`src/design/sptc_pkg.sv`:
```
package sptc_pkg;

  // spanning-tree instances per port and index bits taken from the filter id
  localparam int STP_INST      = 16;
  localparam int STP_IDX_W     = 4;

  // per-instance port state encoding
  localparam logic [1:0] STP_DISABLED = 2'h0;
  localparam logic [1:0] STP_BLOCKING = 2'h1;
  localparam logic [1:0] STP_LEARNING = 2'h2;
  localparam logic [1:0] STP_FORWARD  = 2'h3;

  // bridge protocol group address and reserved group range prefix
  localparam logic [47:0] BPDU_MAC    = 48'h0180c2000000;
  localparam logic [39:0] RSVD_PREFIX = 40'h0180c20000;
  localparam int          RSVD_LSB    = 8;

  // trunk hash key layout
  localparam int HASH_KEY_W  = 32;
  localparam int HASH_FLD_W  = 8;

  // fifo in the decision path
  localparam int FIFO_DEPTH  = 8;

endpackage

```
`src/design/sptc_top.sv`:
```
////////////////////////////////////////////////////////////////////////////////
module sptc_fifo #(
  parameter int W = 8,
  parameter int D = 8
) (
  input  wire logic         clock_i,
  input  wire logic         rst_n_i,
  input  wire logic         ce_i,
  input  wire logic         in_valid_i,
  output logic              in_ready_o,
  input  wire logic [W-1:0] in_data_i,
  output logic              out_valid_o,
  input  wire logic         out_ready_i,
  output logic [W-1:0]      out_data_o
);
  localparam int AW = $clog2(D);

  typedef struct packed {
    logic [D-1:0][W-1:0] mem;
    logic [AW-1:0]       wp;
    logic [AW-1:0]       rp;
    logic [AW:0]         cnt;
    logic                rdy;
    logic                vld;
  } sptc_fifo_state_t;

  sptc_fifo_state_t s_reg;
  sptc_fifo_state_t s_next;
  logic push;
  logic pop;

  assign push        = in_valid_i && s_reg.rdy;
  assign pop         = out_ready_i && s_reg.vld;
  assign in_ready_o  = s_reg.rdy;
  assign out_valid_o = s_reg.vld;
  assign out_data_o  = s_reg.mem[s_reg.rp];

  always_comb begin
    s_next = s_reg;
    if (push) begin
      s_next.mem[s_reg.wp] = in_data_i;
      s_next.wp = (s_reg.wp == AW'(D - 1)) ? '0 : s_reg.wp + AW'(1);
    end
    if (pop) begin
      s_next.rp = (s_reg.rp == AW'(D - 1)) ? '0 : s_reg.rp + AW'(1);
    end
    s_next.cnt = s_reg.cnt + (AW+1)'(push) - (AW+1)'(pop);
    // flags kept as flops so ready and valid never ride on a comparator
    s_next.rdy = (s_next.cnt != (AW+1)'(D));
    s_next.vld = (s_next.cnt != '0);
  end

  always_ff @(posedge clock_i or negedge rst_n_i) begin
    if (!rst_n_i) begin
      s_reg     <= '0;
      s_reg.rdy <= 1'b1;
    end else if (ce_i) begin
      s_reg <= s_next;
    end
  end
endmodule

////////////////////////////////////////////////////////////////////////////////
// Function
// - sixteen stp states per port, filter id bits
// - each instance acts independently of others
// - disabled: drop all but bpdu, never learn
// - blocking/listening: discard, no learning, bpdu passes
// - learning: discard traffic but learn sources
// - forwarding: pass all frames normally
// - bpdu recognised by its group address
// - bpdu bypasses states to management port
// - reserved block discards reserved group range
// - full duplex sends and honours pause
// - half duplex forces collision by jam
// - per-port enable, gated by autonegotiation result
// - on by any trigger, off when all clear
// - global trigger with upper/lower thresholds
// - per-port local trigger with hysteresis
// - metering trigger on fill and rate
// - trunk holds two ports, any numbering
// - trunk ingress maps to lower port
// - egress spread by flow action or hash
// - masked hash key of four bytes
// - failed member excluded, its queue flushed
// - slower member treated as link down
module sptc_top #(
  parameter int PORTS = 7,
  parameter int PW    = 3,
  parameter int FIDW  = 6,
  parameter int LW    = 12
) (
  input  wire logic                                      clock_i,
  input  wire logic                                      rst_n_i,
  input  wire logic                                      ce_i,
  input  wire logic [PORTS-1:0][sptc_pkg::STP_INST-1:0][1:0] stp_state_i,
  input  wire logic                                      stp_enable_i,
  input  wire logic [PW-1:0]                             mgmt_port_i,
  input  wire logic                                      rsvd_block_i,
  input  wire logic                                      frm_valid_i,
  output logic                                           frm_ready_o,
  input  wire logic [PW-1:0]                             frm_in_port_i,
  input  wire logic [PW-1:0]                             frm_dst_port_i,
  input  wire logic [FIDW-1:0]                           filter_id_i,
  input  wire logic [47:0]                               frm_dst_mac_i,
  input  wire logic [47:0]                               frm_src_mac_i,
  input  wire logic                                      frm_is_ip_i,
  input  wire logic [31:0]                               frm_dst_ip_i,
  input  wire logic [31:0]                               frm_src_ip_i,
  input  wire logic                                      flow_dist_valid_i,
  input  wire logic                                      flow_dist_high_i,
  output logic                                           out_valid_o,
  input  wire logic                                      out_ready_i,
  output logic                                           out_forward_o,
  output logic                                           out_learn_o,
  output logic                                           out_to_mgmt_o,
  output logic [PW-1:0]                                  out_ingress_port_o,
  output logic [PW-1:0]                                  out_egress_port_o,
  input  wire logic                                      trunk_enable_i,
  input  wire logic [PW-1:0]                             trunk_low_port_i,
  input  wire logic [PW-1:0]                             trunk_high_port_i,
  input  wire logic                                      hash_mask_dst_mac_i,
  input  wire logic                                      hash_mask_src_mac_i,
  input  wire logic                                      hash_mask_dst_ip_i,
  input  wire logic                                      hash_mask_src_ip_i,
  input  wire logic [PORTS-1:0]                          link_up_i,
  input  wire logic [PORTS-1:0][1:0]                     link_speed_i,
  output logic [PORTS-1:0]                               queue_flush_o,
  input  wire logic [PORTS-1:0]                          fc_enable_i,
  input  wire logic [PORTS-1:0]                          aneg_fc_ok_i,
  input  wire logic [PORTS-1:0]                          full_duplex_i,
  input  wire logic [LW-1:0]                             glob_level_i,
  input  wire logic [LW-1:0]                             glob_fc_on_threshold_i,
  input  wire logic [LW-1:0]                             glob_fc_off_threshold_i,
  input  wire logic [PORTS-1:0][LW-1:0]                  port_level_i,
  input  wire logic [LW-1:0]                             port_fc_on_threshold_i,
  input  wire logic [LW-1:0]                             port_fc_off_threshold_i,
  input  wire logic [LW-1:0]                             meter_fc_on_threshold_i,
  input  wire logic [LW-1:0]                             meter_fc_off_threshold_i,
  input  wire logic [PORTS-1:0]                          rate_exceeded_i,
  output logic [PORTS-1:0]                               fc_active_o,
  output logic [PORTS-1:0]                               pause_send_o,
  output logic [PORTS-1:0]                               jam_send_o,
  output logic [PORTS-1:0]                               pause_honour_o
);
  localparam int DW = 3 + 2 * PW;

  typedef struct packed {
    logic                 fc_glob;
    logic [PORTS-1:0]     fc_port;
    logic [PORTS-1:0]     fc_meter;
    logic [PORTS-1:0]     fc_act;
    logic [PORTS-1:0]     pause;
    logic [PORTS-1:0]     jam;
    logic [PORTS-1:0]     honour;
    logic [PORTS-1:0]     usable;
    logic [PORTS-1:0]     flush;
    logic                 ov;
    logic [DW-1:0]        od;
  } sptc_state_t;

  sptc_state_t s_reg;
  sptc_state_t s_next;

  //////////////////////////////////////////////////////////////////////////////
  logic [sptc_pkg::STP_IDX_W-1:0]  inst;
  logic [PW-1:0]                   ing;
  logic [PW-1:0]                   egr;
  logic [1:0]                      st_in;
  logic [1:0]                      st_eg;
  logic                            bpdu;
  logic                            rsvd;
  logic [sptc_pkg::HASH_KEY_W-1:0] key;
  logic                            pick_high;
  logic                            dec_fwd;
  logic                            dec_learn;
  logic [PW-1:0]                   dec_port;
  logic [PORTS-1:0]                usable_now;
  logic                            fifo_in_ready;
  logic                            fifo_out_valid;
  logic [DW-1:0]                   fifo_out_data;
  logic                            fifo_pop;

  assign inst = filter_id_i[sptc_pkg::STP_IDX_W-1:0];
  assign bpdu = stp_enable_i && (frm_dst_mac_i == sptc_pkg::BPDU_MAC);
  assign rsvd = frm_dst_mac_i[47:sptc_pkg::RSVD_LSB] == sptc_pkg::RSVD_PREFIX;
  // both members collapse onto the lower port on ingress
  assign ing = (trunk_enable_i && frm_in_port_i == trunk_high_port_i)
             ? trunk_low_port_i : frm_in_port_i;

  // masked or non-ip fields feed zeros into the key
  assign key = {hash_mask_dst_mac_i ? 8'h00 : frm_dst_mac_i[sptc_pkg::HASH_FLD_W-1:0],
                hash_mask_src_mac_i ? 8'h00 : frm_src_mac_i[sptc_pkg::HASH_FLD_W-1:0],
                (hash_mask_dst_ip_i || !frm_is_ip_i) ? 8'h00
                  : frm_dst_ip_i[sptc_pkg::HASH_FLD_W-1:0],
                (hash_mask_src_ip_i || !frm_is_ip_i) ? 8'h00
                  : frm_src_ip_i[sptc_pkg::HASH_FLD_W-1:0]};

  // a member is usable when up and not the slower of the pair
  always_comb begin
    usable_now = link_up_i;
    if (trunk_enable_i) begin
      if (link_speed_i[trunk_low_port_i] < link_speed_i[trunk_high_port_i]) begin
        usable_now[trunk_low_port_i] = 1'b0;
      end
      if (link_speed_i[trunk_high_port_i] < link_speed_i[trunk_low_port_i]) begin
        usable_now[trunk_high_port_i] = 1'b0;
      end
    end
  end

  always_comb begin
    pick_high = flow_dist_valid_i ? flow_dist_high_i : ^key;
    egr = frm_dst_port_i;
    if (trunk_enable_i && frm_dst_port_i == trunk_low_port_i) begin
      if (!usable_now[trunk_high_port_i]) begin
        egr = trunk_low_port_i;
      end else if (!usable_now[trunk_low_port_i]) begin
        egr = trunk_high_port_i;
      end else begin
        egr = pick_high ? trunk_high_port_i : trunk_low_port_i;
      end
    end
  end

  // state lookup uses only this frame's instance, so others never interfere
  assign st_in = stp_state_i[ing][inst];
  assign st_eg = stp_state_i[egr][inst];

  always_comb begin
    dec_learn = (st_in == sptc_pkg::STP_LEARNING) || (st_in == sptc_pkg::STP_FORWARD);
    dec_fwd   = (st_in == sptc_pkg::STP_FORWARD) && (st_eg == sptc_pkg::STP_FORWARD);
    dec_port  = egr;
    if (rsvd_block_i && rsvd) begin
      dec_fwd = 1'b0;
    end
    // bpdu rule overrides both port states and the reserved discard
    if (bpdu) begin
      dec_fwd  = 1'b1;
      dec_port = mgmt_port_i;
    end
  end

  //////////////////////////////////////////////////////////////////////////////
  sptc_fifo #(
    .W (DW),
    .D (sptc_pkg::FIFO_DEPTH)
  ) u_fifo (
    .clock_i     (clock_i),
    .rst_n_i     (rst_n_i),
    .ce_i        (ce_i),
    .in_valid_i  (frm_valid_i),
    .in_ready_o  (fifo_in_ready),
    .in_data_i   ({dec_fwd, dec_learn, bpdu, ing, dec_port}),
    .out_valid_o (fifo_out_valid),
    .out_ready_i (fifo_pop),
    .out_data_o  (fifo_out_data)
  );

  assign frm_ready_o = fifo_in_ready;
  assign fifo_pop    = !s_reg.ov || out_ready_i;

  //////////////////////////////////////////////////////////////////////////////
  always_comb begin
    s_next = s_reg;
    // hysteresis: between the two thresholds each trigger keeps its value, the meter trigger only while its rate stays exceeded
    if (glob_level_i > glob_fc_on_threshold_i) begin
      s_next.fc_glob = 1'b1;
    end else if (glob_level_i < glob_fc_off_threshold_i) begin
      s_next.fc_glob = 1'b0;
    end
    for (int p = 0; p < PORTS; p++) begin
      if (port_level_i[p] > port_fc_on_threshold_i) begin
        s_next.fc_port[p] = 1'b1;
      end else if (port_level_i[p] < port_fc_off_threshold_i) begin
        s_next.fc_port[p] = 1'b0;
      end
      if (glob_level_i < meter_fc_off_threshold_i || !rate_exceeded_i[p]) begin
        s_next.fc_meter[p] = 1'b0;
      end else if (glob_level_i > meter_fc_on_threshold_i) begin
        s_next.fc_meter[p] = 1'b1;
      end
      s_next.fc_act[p] = fc_enable_i[p] && aneg_fc_ok_i[p]
                       && (s_next.fc_glob || s_next.fc_port[p] || s_next.fc_meter[p]);
      s_next.pause[p]  = s_next.fc_act[p] && full_duplex_i[p];
      s_next.jam[p]    = s_next.fc_act[p] && !full_duplex_i[p];
      s_next.honour[p] = fc_enable_i[p] && aneg_fc_ok_i[p] && full_duplex_i[p];
    end
    s_next.usable = usable_now;
    // one-cycle flush when a trunk member drops out of distribution
    s_next.flush = '0;
    if (trunk_enable_i) begin
      s_next.flush[trunk_low_port_i]  = s_reg.usable[trunk_low_port_i]
                                       && !usable_now[trunk_low_port_i];
      s_next.flush[trunk_high_port_i] = s_reg.usable[trunk_high_port_i]
                                       && !usable_now[trunk_high_port_i];
    end
    if (fifo_pop) begin
      s_next.ov = fifo_out_valid;
      if (fifo_out_valid) begin
        s_next.od = fifo_out_data;
      end
    end
  end

  always_ff @(posedge clock_i or negedge rst_n_i) begin
    if (!rst_n_i) begin
      s_reg <= '0;
    end else if (ce_i) begin
      s_reg <= s_next;
    end
  end

  assign out_valid_o        = s_reg.ov;
  assign out_forward_o      = s_reg.od[DW-1];
  assign out_learn_o        = s_reg.od[DW-2];
  assign out_to_mgmt_o      = s_reg.od[DW-3];
  assign out_ingress_port_o = s_reg.od[2*PW-1:PW];
  assign out_egress_port_o  = s_reg.od[PW-1:0];
  assign queue_flush_o      = s_reg.flush;
  assign fc_active_o        = s_reg.fc_act;
  assign pause_send_o       = s_reg.pause;
  assign jam_send_o         = s_reg.jam;
  assign pause_honour_o     = s_reg.honour;

  logic in_fire;
  assign in_fire = frm_valid_i && frm_ready_o && ce_i;
endmodule

```
`config.mk`:
```
export PLATFORM = sky130hd
export DESIGN_NAME = sptc_top
export DESIGN_NICKNAME = d
export VERILOG_FILES = /design/src/design/sptc_pkg.sv /design/src/design/sptc_top.sv
export SDC_FILE = /design/constraint.sdc
export NUM_CORES = 1
export LEC_CHECK = 0
export BUFFER_PORTS_ARGS = -buffer_cell sky130_fd_sc_hd__buf_2
export CAP_MARGIN = 20
export CORE_AREA = 4 4 265 267
export DETAILED_ROUTE_END_ITERATION = 16
export DIE_AREA = 0 0 269 271
export PLACE_DENSITY = 0.59
export SLEW_MARGIN = 20
export SYNTH_ARGS = -nofsm -noshare
export SYNTH_HDL_FRONTEND = slang
export SYNTH_HIERARCHICAL = 1
export SYNTH_SLANG_ARGS = --single-unit
```
`constraint.sdc`:
```
create_clock -name clock_i -period 3.3 [get_ports clock_i]
set_input_delay 0.99 -clock clock_i [delete_from_list [all_inputs] [get_ports clock_i]]
set_output_delay 0.99 -clock clock_i [all_outputs]
set_load 0.01 [all_outputs]
```
# After elaboration in Yosys (flattened, before gate mapping)
# Cells that the tools add are included.
# totals
regBits	151
inputBits	637
out_inout_bits	46
elab_cells	249
# op_classes
add_sub_neg	4
magnitude_cmp	30
n_eq_ne	10
n_mux	80
n_bitwise	5
reduce_logical	96
# op_table
operator	n
$bmux 32 s3	2
$gt 12x12->1	9
$lt 12x12->1	9
$bwmux 72	1
$mux 32	2
$eq 48x41->1 const B	1
$logic_and 1x1->1	47
$eq 40x33->1 const B	1
$mux 1	39
$mux 7	5
$mux 8	4
$reduce_xor 32->1	1
$bmux 9 s3	1
$demux 9 s3	1
$logic_or 1x1->1	25
$lt 3x4->1 const B	6
$mux 3	8
$and 7x7->7	3
$logic_not 1->1	18
$mux 9	2
$bmux 2 s4	2
$not 7->7	2
$bmux 1 s3	4
$bmux 2 s3	2
other kinds (16)	30

# Depth between registers and ports, before layout
# logic_depth
ltp_word	25
mapped_depth	27
ltp_nobuf	21

# Cells and area by module
# Netlist, hierarchy kept.
# by_module_without_submodules
mod	instances	cells_each	area_each_um2	seq_area_each_um2
sptc_top	1	1792	12862.3	1676.6
sptc_fifo	1	254	3972.6	2103.3

# Worst setup path before layout
# Ideal clock, no wire load.
# synth_timing
path_kind	input port to flip-flop
start	input port trunk_high_port_i[0]
end	register u_fifo/s_reg[29] (netlist name)
setup_time_ns	0.066
arrival_time_ns	6.006
required_time_ns	3.234
path_slack_ns	-2.772
path_stages	23
path_buffers	4
path_cell_list	buf_2 buf_1 mux2_2 a221oi_1 a21oi_1 a221oi_1 ha_1 nor2b_1 o21ai_1 o211ai_1 o221a_2 nor4b_4 o32ai_2 o31ai_4 buf_2 buf_4 mux2i_1 o32ai_1 a2111oi_0 nand3_1 o211a_1 a2bb2oi_1 mux2_2
# synth_between
elab_chain_len	22
elab_cells_between_ends	40
cone_classes	4 x order compare; 3 x eq/ne; 28 x mux; 2 x bitwise; 3 x reduce/logical
# synth_lines
element	line_no	rtl
from (decl)	sptc_top.sv:121	input wire logic [PW-1:0] trunk_high_port_i,
$bmux 2 s3, or another cell as far along	sptc_top.sv:203, sptc_top.sv:206	
$mux 2 (implied by the code) or $logic_and 1x1->1 (tied branches)	sptc_top.sv:203, sptc_top.sv:206, sptc_top.sv:207	
$lt 2x2->1 or $mux 1 (tied branches)	sptc_top.sv:203, sptc_top.sv:207	
$mux 7 or $demux 1 s3 (tied branches)	sptc_top.sv:203, sptc_top.sv:207	
$mux 7 or $not 7->7 (tied branches)	-	
$and 7x7->7 (no line)	-	
$mux 7	sptc_top.sv:206	if (link_speed_i[trunk_high_port_i] < link_speed_i[trunk_low_port_i]) begin
$mux 7	sptc_top.sv:202	if (trunk_enable_i) begin
[... 7 more ...]	-	
$bmux 2 s4	sptc_top.sv:228	assign st_eg = stp_state_i[egr][inst];
$mux 2 (implied by the code)	sptc_top.sv:228	
$eq 2x2->1	sptc_top.sv:232	dec_fwd = (st_in == sptc_pkg::STP_FORWARD) && (st_eg == sptc_pkg::STP_FORWARD);
$logic_and 1x1->1 *	sptc_top.sv:232	
$mux 1 *	sptc_top.sv:234	if (rsvd_block_i && rsvd) begin
$mux 1 *	sptc_top.sv:238	if (bpdu) begin
named net dec_fwd	sptc_top.sv:175	logic dec_fwd;
$bwmux 72 *	sptc_top.sv:41	s_next.mem[s_reg.wp] = in_data_i;
to (signal assigned)	sptc_top.sv:58	s_reg <= s_next;
to (decl)	sptc_top.sv:27	sptc_fifo_state_t s_reg;
# Mark *: on every way through the listed nets, which the timed path passes. The rest lies on a longest branch. The select of a mux whose other input is x is not followed.
# A chain may end at the register's enable or synchronous reset.

# Worst setup path in the final report
# layout_timing
start	input port trunk_low_port_i[2]
end	register u_fifo/s_reg[20] (netlist name)
# layout_between
elab_chain_len	25
elab_cells_between_ends	41
cone_classes	4 x order compare; 3 x eq/ne; 28 x mux; 3 x bitwise; 3 x reduce/logical
# layout_lines
element	line_no	rtl
from (decl)	sptc_top.sv:120	input wire logic [PW-1:0] trunk_low_port_i,
$lt 3x4->1 (implied by the code) or $ge 3x1->1 (tied branches)	sptc_top.sv:204	usable_now[trunk_low_port_i] = 1'b0;
$logic_and 1x1->1 (implied by the code)	sptc_top.sv:204	
$mux 1 (implied by the code)	sptc_top.sv:204	
$demux 1 s3	sptc_top.sv:204	
$not 7->7 (no line)	-	
$and 7x7->7 (no line)	-	
$mux 7	sptc_top.sv:203	if (link_speed_i[trunk_low_port_i] < link_speed_i[trunk_high_port_i]) begin
$mux 7	sptc_top.sv:202	
[... 10 more ...]	-	
$bmux 2 s4	sptc_top.sv:228	
$mux 2 (implied by the code)	sptc_top.sv:228	
$eq 2x2->1	sptc_top.sv:232	
$logic_and 1x1->1 *	sptc_top.sv:232	
$mux 1 *	sptc_top.sv:234	
$mux 1 *	sptc_top.sv:238	
named net dec_fwd	sptc_top.sv:175	
$bwmux 72 *	sptc_top.sv:41	
# Marks and branches as above.

==> metrics.cfg <==
[sta]
timing.fmax_mhz=183
fin_crit_ns=5.48
fin_skew_ns=0.0169
setup_slack_ns=-2.18
worst-slew-pin-transition_ns=0.935
fin_crit_sh_pct=166
hold_ws_ns=0.468
slew_headroom_pct=37.6
final-hold-violation-count=0
slew_violations=0
setup_tns_ns=-57.03
rsz0062_at_grt=true
report.final.setup_viol=73

[logic_synthesis]
synthArstFlopShare_pct=100
synth_area_per_cell_um2=8.23
synthesis.instances=2046
synthDistinctLibCells=83
synthesis.nets=2901
ys_ff_latch=151
yosysWarningCount=6
seq_area_frac_synth_pct=22.5
synthesis.area_mm2=0.0168
ys.flop_type=dfrtp_1
synth_edf_count=0

[placement]
dp_hpwl_mm=67.6
place_ws_ns=-2.76
place.gp.congestion=1.07
dpl.cell_count=3685
io_buffers=592

[layout]
largest_reg_flops=82
drive_above_1_share_pct=43.5
nets=3713
layout_common_cells=583 x buf_2, 301 x nand2_1, 273 x buf_4
multi_input_area_mm2=0.0129
final_common_cell=buf_2
synthToLayoutAreaGrowth_pct=49.9
register_area_mm2=0.00378
fillers=7039
instances_no_fill=3761

[global_routing]
grt_pass1_wl_mm=118
antenna_found_initial=27
first_global_vias=19300
grt.overflow.total=0
grt_max_degree=97
grt_usage_pct=21.2

[detailed_routing]
firstDrtPassIters=6
via_per_inst=5.07
drtAntennaViolNets=0
detail_route.wirelength_mm=81.2
vias=19100
drt_iter0_drc=998
wire_per_inst_um=21.6
drc_errors=0

[power]
cellLeakagePower_nw=12.8
p_per_area_mw_per_mm2=386
power_w=0.00975
peakVddDrop_mv=0.374

[clocking]
cts_hold_buf=0
clk_pin_slew_worst_paths_ns=0.08
root_buffer=clkbuf_16
insertion_delay_ns=0.44
cts_sinks=151
clock_path_buffers=2
cts_tree=yes
h-tree-depth=4
cts_made_buffers=17

[outcome]
status=finished with violations
violations=negative setup slack

[floorplanning]
core-area_mm2=0.0681
rows=96
initial_core_util_pct=24.7
die_w_um=269
ios=683
die_area_mm2=0.0729
chipHeight_um=271

[flow_run]
cap_violations=0

[critical_path]
critPathRequiredTime_ns=3.62
worst_setup_path_end_kind=flip-flop
crit_arrival_ns=5.80
startpoint_type=input pin
path_class=input pin to flip-flop
cp_max_fo=8

[min_path]
hp-class=input pin to async pin

==> power breakdown <==
group / internal (W) / switching (W) / total [W]
Clock: 0.00104 / 0.00108 / 0.00212
Combinational: 0.00259 / 0.00226 / 0.00484
Sequential: 0.00239 / 0.000399 / 0.00279
==> per-stage QoR <==
| step | utilization, % | instance area [µm²] |
|---|---|---|
| 2_1_floorplan | - | 17600 |
| 3_3_place_gp | 34.4 | 23400 |
| 3_5_place_dp | 34.4 | 23400 |
| 4_1_cts | 36.4 | 24800 |
| 5_1_grt | 37.1 | 25200 |
| 6_report | 37.1 | 25200 |
==> critical path, stage by stage <==
cell and delay, ns:
clkbuf_4 0.16, buf_12 0.13, nor2b_4 0.13, a221oi_2 0.21, a21oi_1 0.06, a221o_1 0.30, ha_4 0.27, and2_4 0.15
a21oi_4 0.05, o21ai_2 0.16, a21oi_2 0.08, nor4_2 0.32, buf_4 0.19, nand3_4 0.10, buf_12 0.15, o32ai_4 0.29
o31ai_4 0.10, buf_12 0.16, buf_8 0.12, buf_16 0.13, buf_6 0.11, nand3_2 0.07, o21ai_2 0.05, mux4_2 0.47
o2111ai_2 0.19, o211a_1 0.23, a2bb2oi_4 0.11, mux2_4 0.28
==> synthesized netlist by cell type, types with 6 or more instances <==
cell | n | area, µm²
o311ai_0 | 8 | 70.1
or3_1 | 7 | 43.8
nor2_1 | 51 | 191
a221oi_1 | 7 | 61.3
buf_4 | 42 | 315
buf_1 | 12 | 45.0
o21a_1 | 10 | 75.1
nor3_1 | 35 | 175
nand2_1 | 303 | 1140
a31oi_1 | 17 | 106
xnor2_1 | 36 | 315
a211oi_1 | 28 | 210
mux2_2 | 96 | 1080
o221ai_1 | 8 | 70.1
o22ai_1 | 25 | 156
o21ai_1 | 6 | 30.0
o32ai_1 | 8 | 70.1
inv_1 | 142 | 533
o21ai_0 | 75 | 375
nand4_1 | 37 | 231
nand2b_1 | 26 | 163
a311oi_1 | 11 | 96.3
o211ai_1 | 13 | 97.6
clkbuf_1 | 56 | 210
mux4_2 | 19 | 428
and3_1 | 16 | 100
a32oi_1 | 7 | 61.3
nor4_1 | 12 | 75.1
ha_1 | 217 | 2720
a21o_1 | 113 | 848
a211o_1 | 14 | 123
mux2i_1 | 22 | 220
or3b_2 | 6 | 52.6
o311a_1 | 6 | 60.1
nor2b_1 | 21 | 131
a21oi_1 | 145 | 726
dfrtp_1 | 150 | 3750
buf_2 | 26 | 130
nand3_1 | 115 | 576
mux2_4 | 9 | 135
a2111oi_0 | 7 | 61.3
==> final timing paths <==
check,from,to,slack (ns),cells after the start
max in group asynchronous,rst_n_i,pause_send_o[1],2.05,2
min reg2reg,u_fifo/s_reg[5],u_fifo/s_reg[5],0.50,1
min,rst_n_i,u_fifo/s_reg[9],0.47,1
max reg2reg,u_fifo/in_ready_o,u_fifo/out_valid_o,0.85,9
max,trunk_low_port_i[2],u_fifo/s_reg[20],-2.18,28
min in group clock_i,u_fifo/s_reg[5],u_fifo/s_reg[5],0.50,1
==> logic make-up (layout without fill, tap and decap cells) <==
family / Yosys count / count (layout) / share of synthesized area [%]
and+or+nand+nor: 664 / 664 / 18.9
AOI/OAI and AO/OA: 544 / 544 / 21.7
buffers and inverters: 285 / 1110 / 7.62
adders and majority gates: 218 / 218 / 16.2
DFF: 151 / 151 / 22.5
muxes: 146 / 146 / 11.1
xor gates and xnor gates: 38 / 38 / 1.98
other: 0 / 8 / 0
==> layer usage <==
layer / vias up / global-route usage (%) / wire length, µm / part of all wire [%]
li1: 9118 / - / - / -
met1: 8855 / 23.3 / 29900 / 37
met2: 869 / 38.4 / 40300 / 50
met3: 213 / 3.51 / 5490 / 6.8
met4: 22 / 12.0 / 5400 / 6.6
met5: - / 0 / 140 / 0.17
==> layout make-up <==
class / count / share of cell area (%)
Antenna cell: 8 / 0.0793
Clock buffer: 17 / 1.69
Clock inverter: 15 / 0.808
Inverter: 146 / 2.33
Multi-Input combinational cell: 1610 / 51.1
Sequential cell: 151 / 15.0
Tap cell: 882 / 4.37
Timing Repair Buffer: 932 / 24.7
==> timing repair <==
| item | CTS | global route |
|---|---|---|
| pin swaps | 33 | 47 |
| gates resized for setup | 106 | 79 |
| endpoints found under the hold margin | 0 | 0 |
| setup endpoints to repair | 70 | 80 |
| buffers inserted | 22 | 12 |
| cloned | 3 | 3 |
No activity file was read; power rests on OpenSTA's default activity.
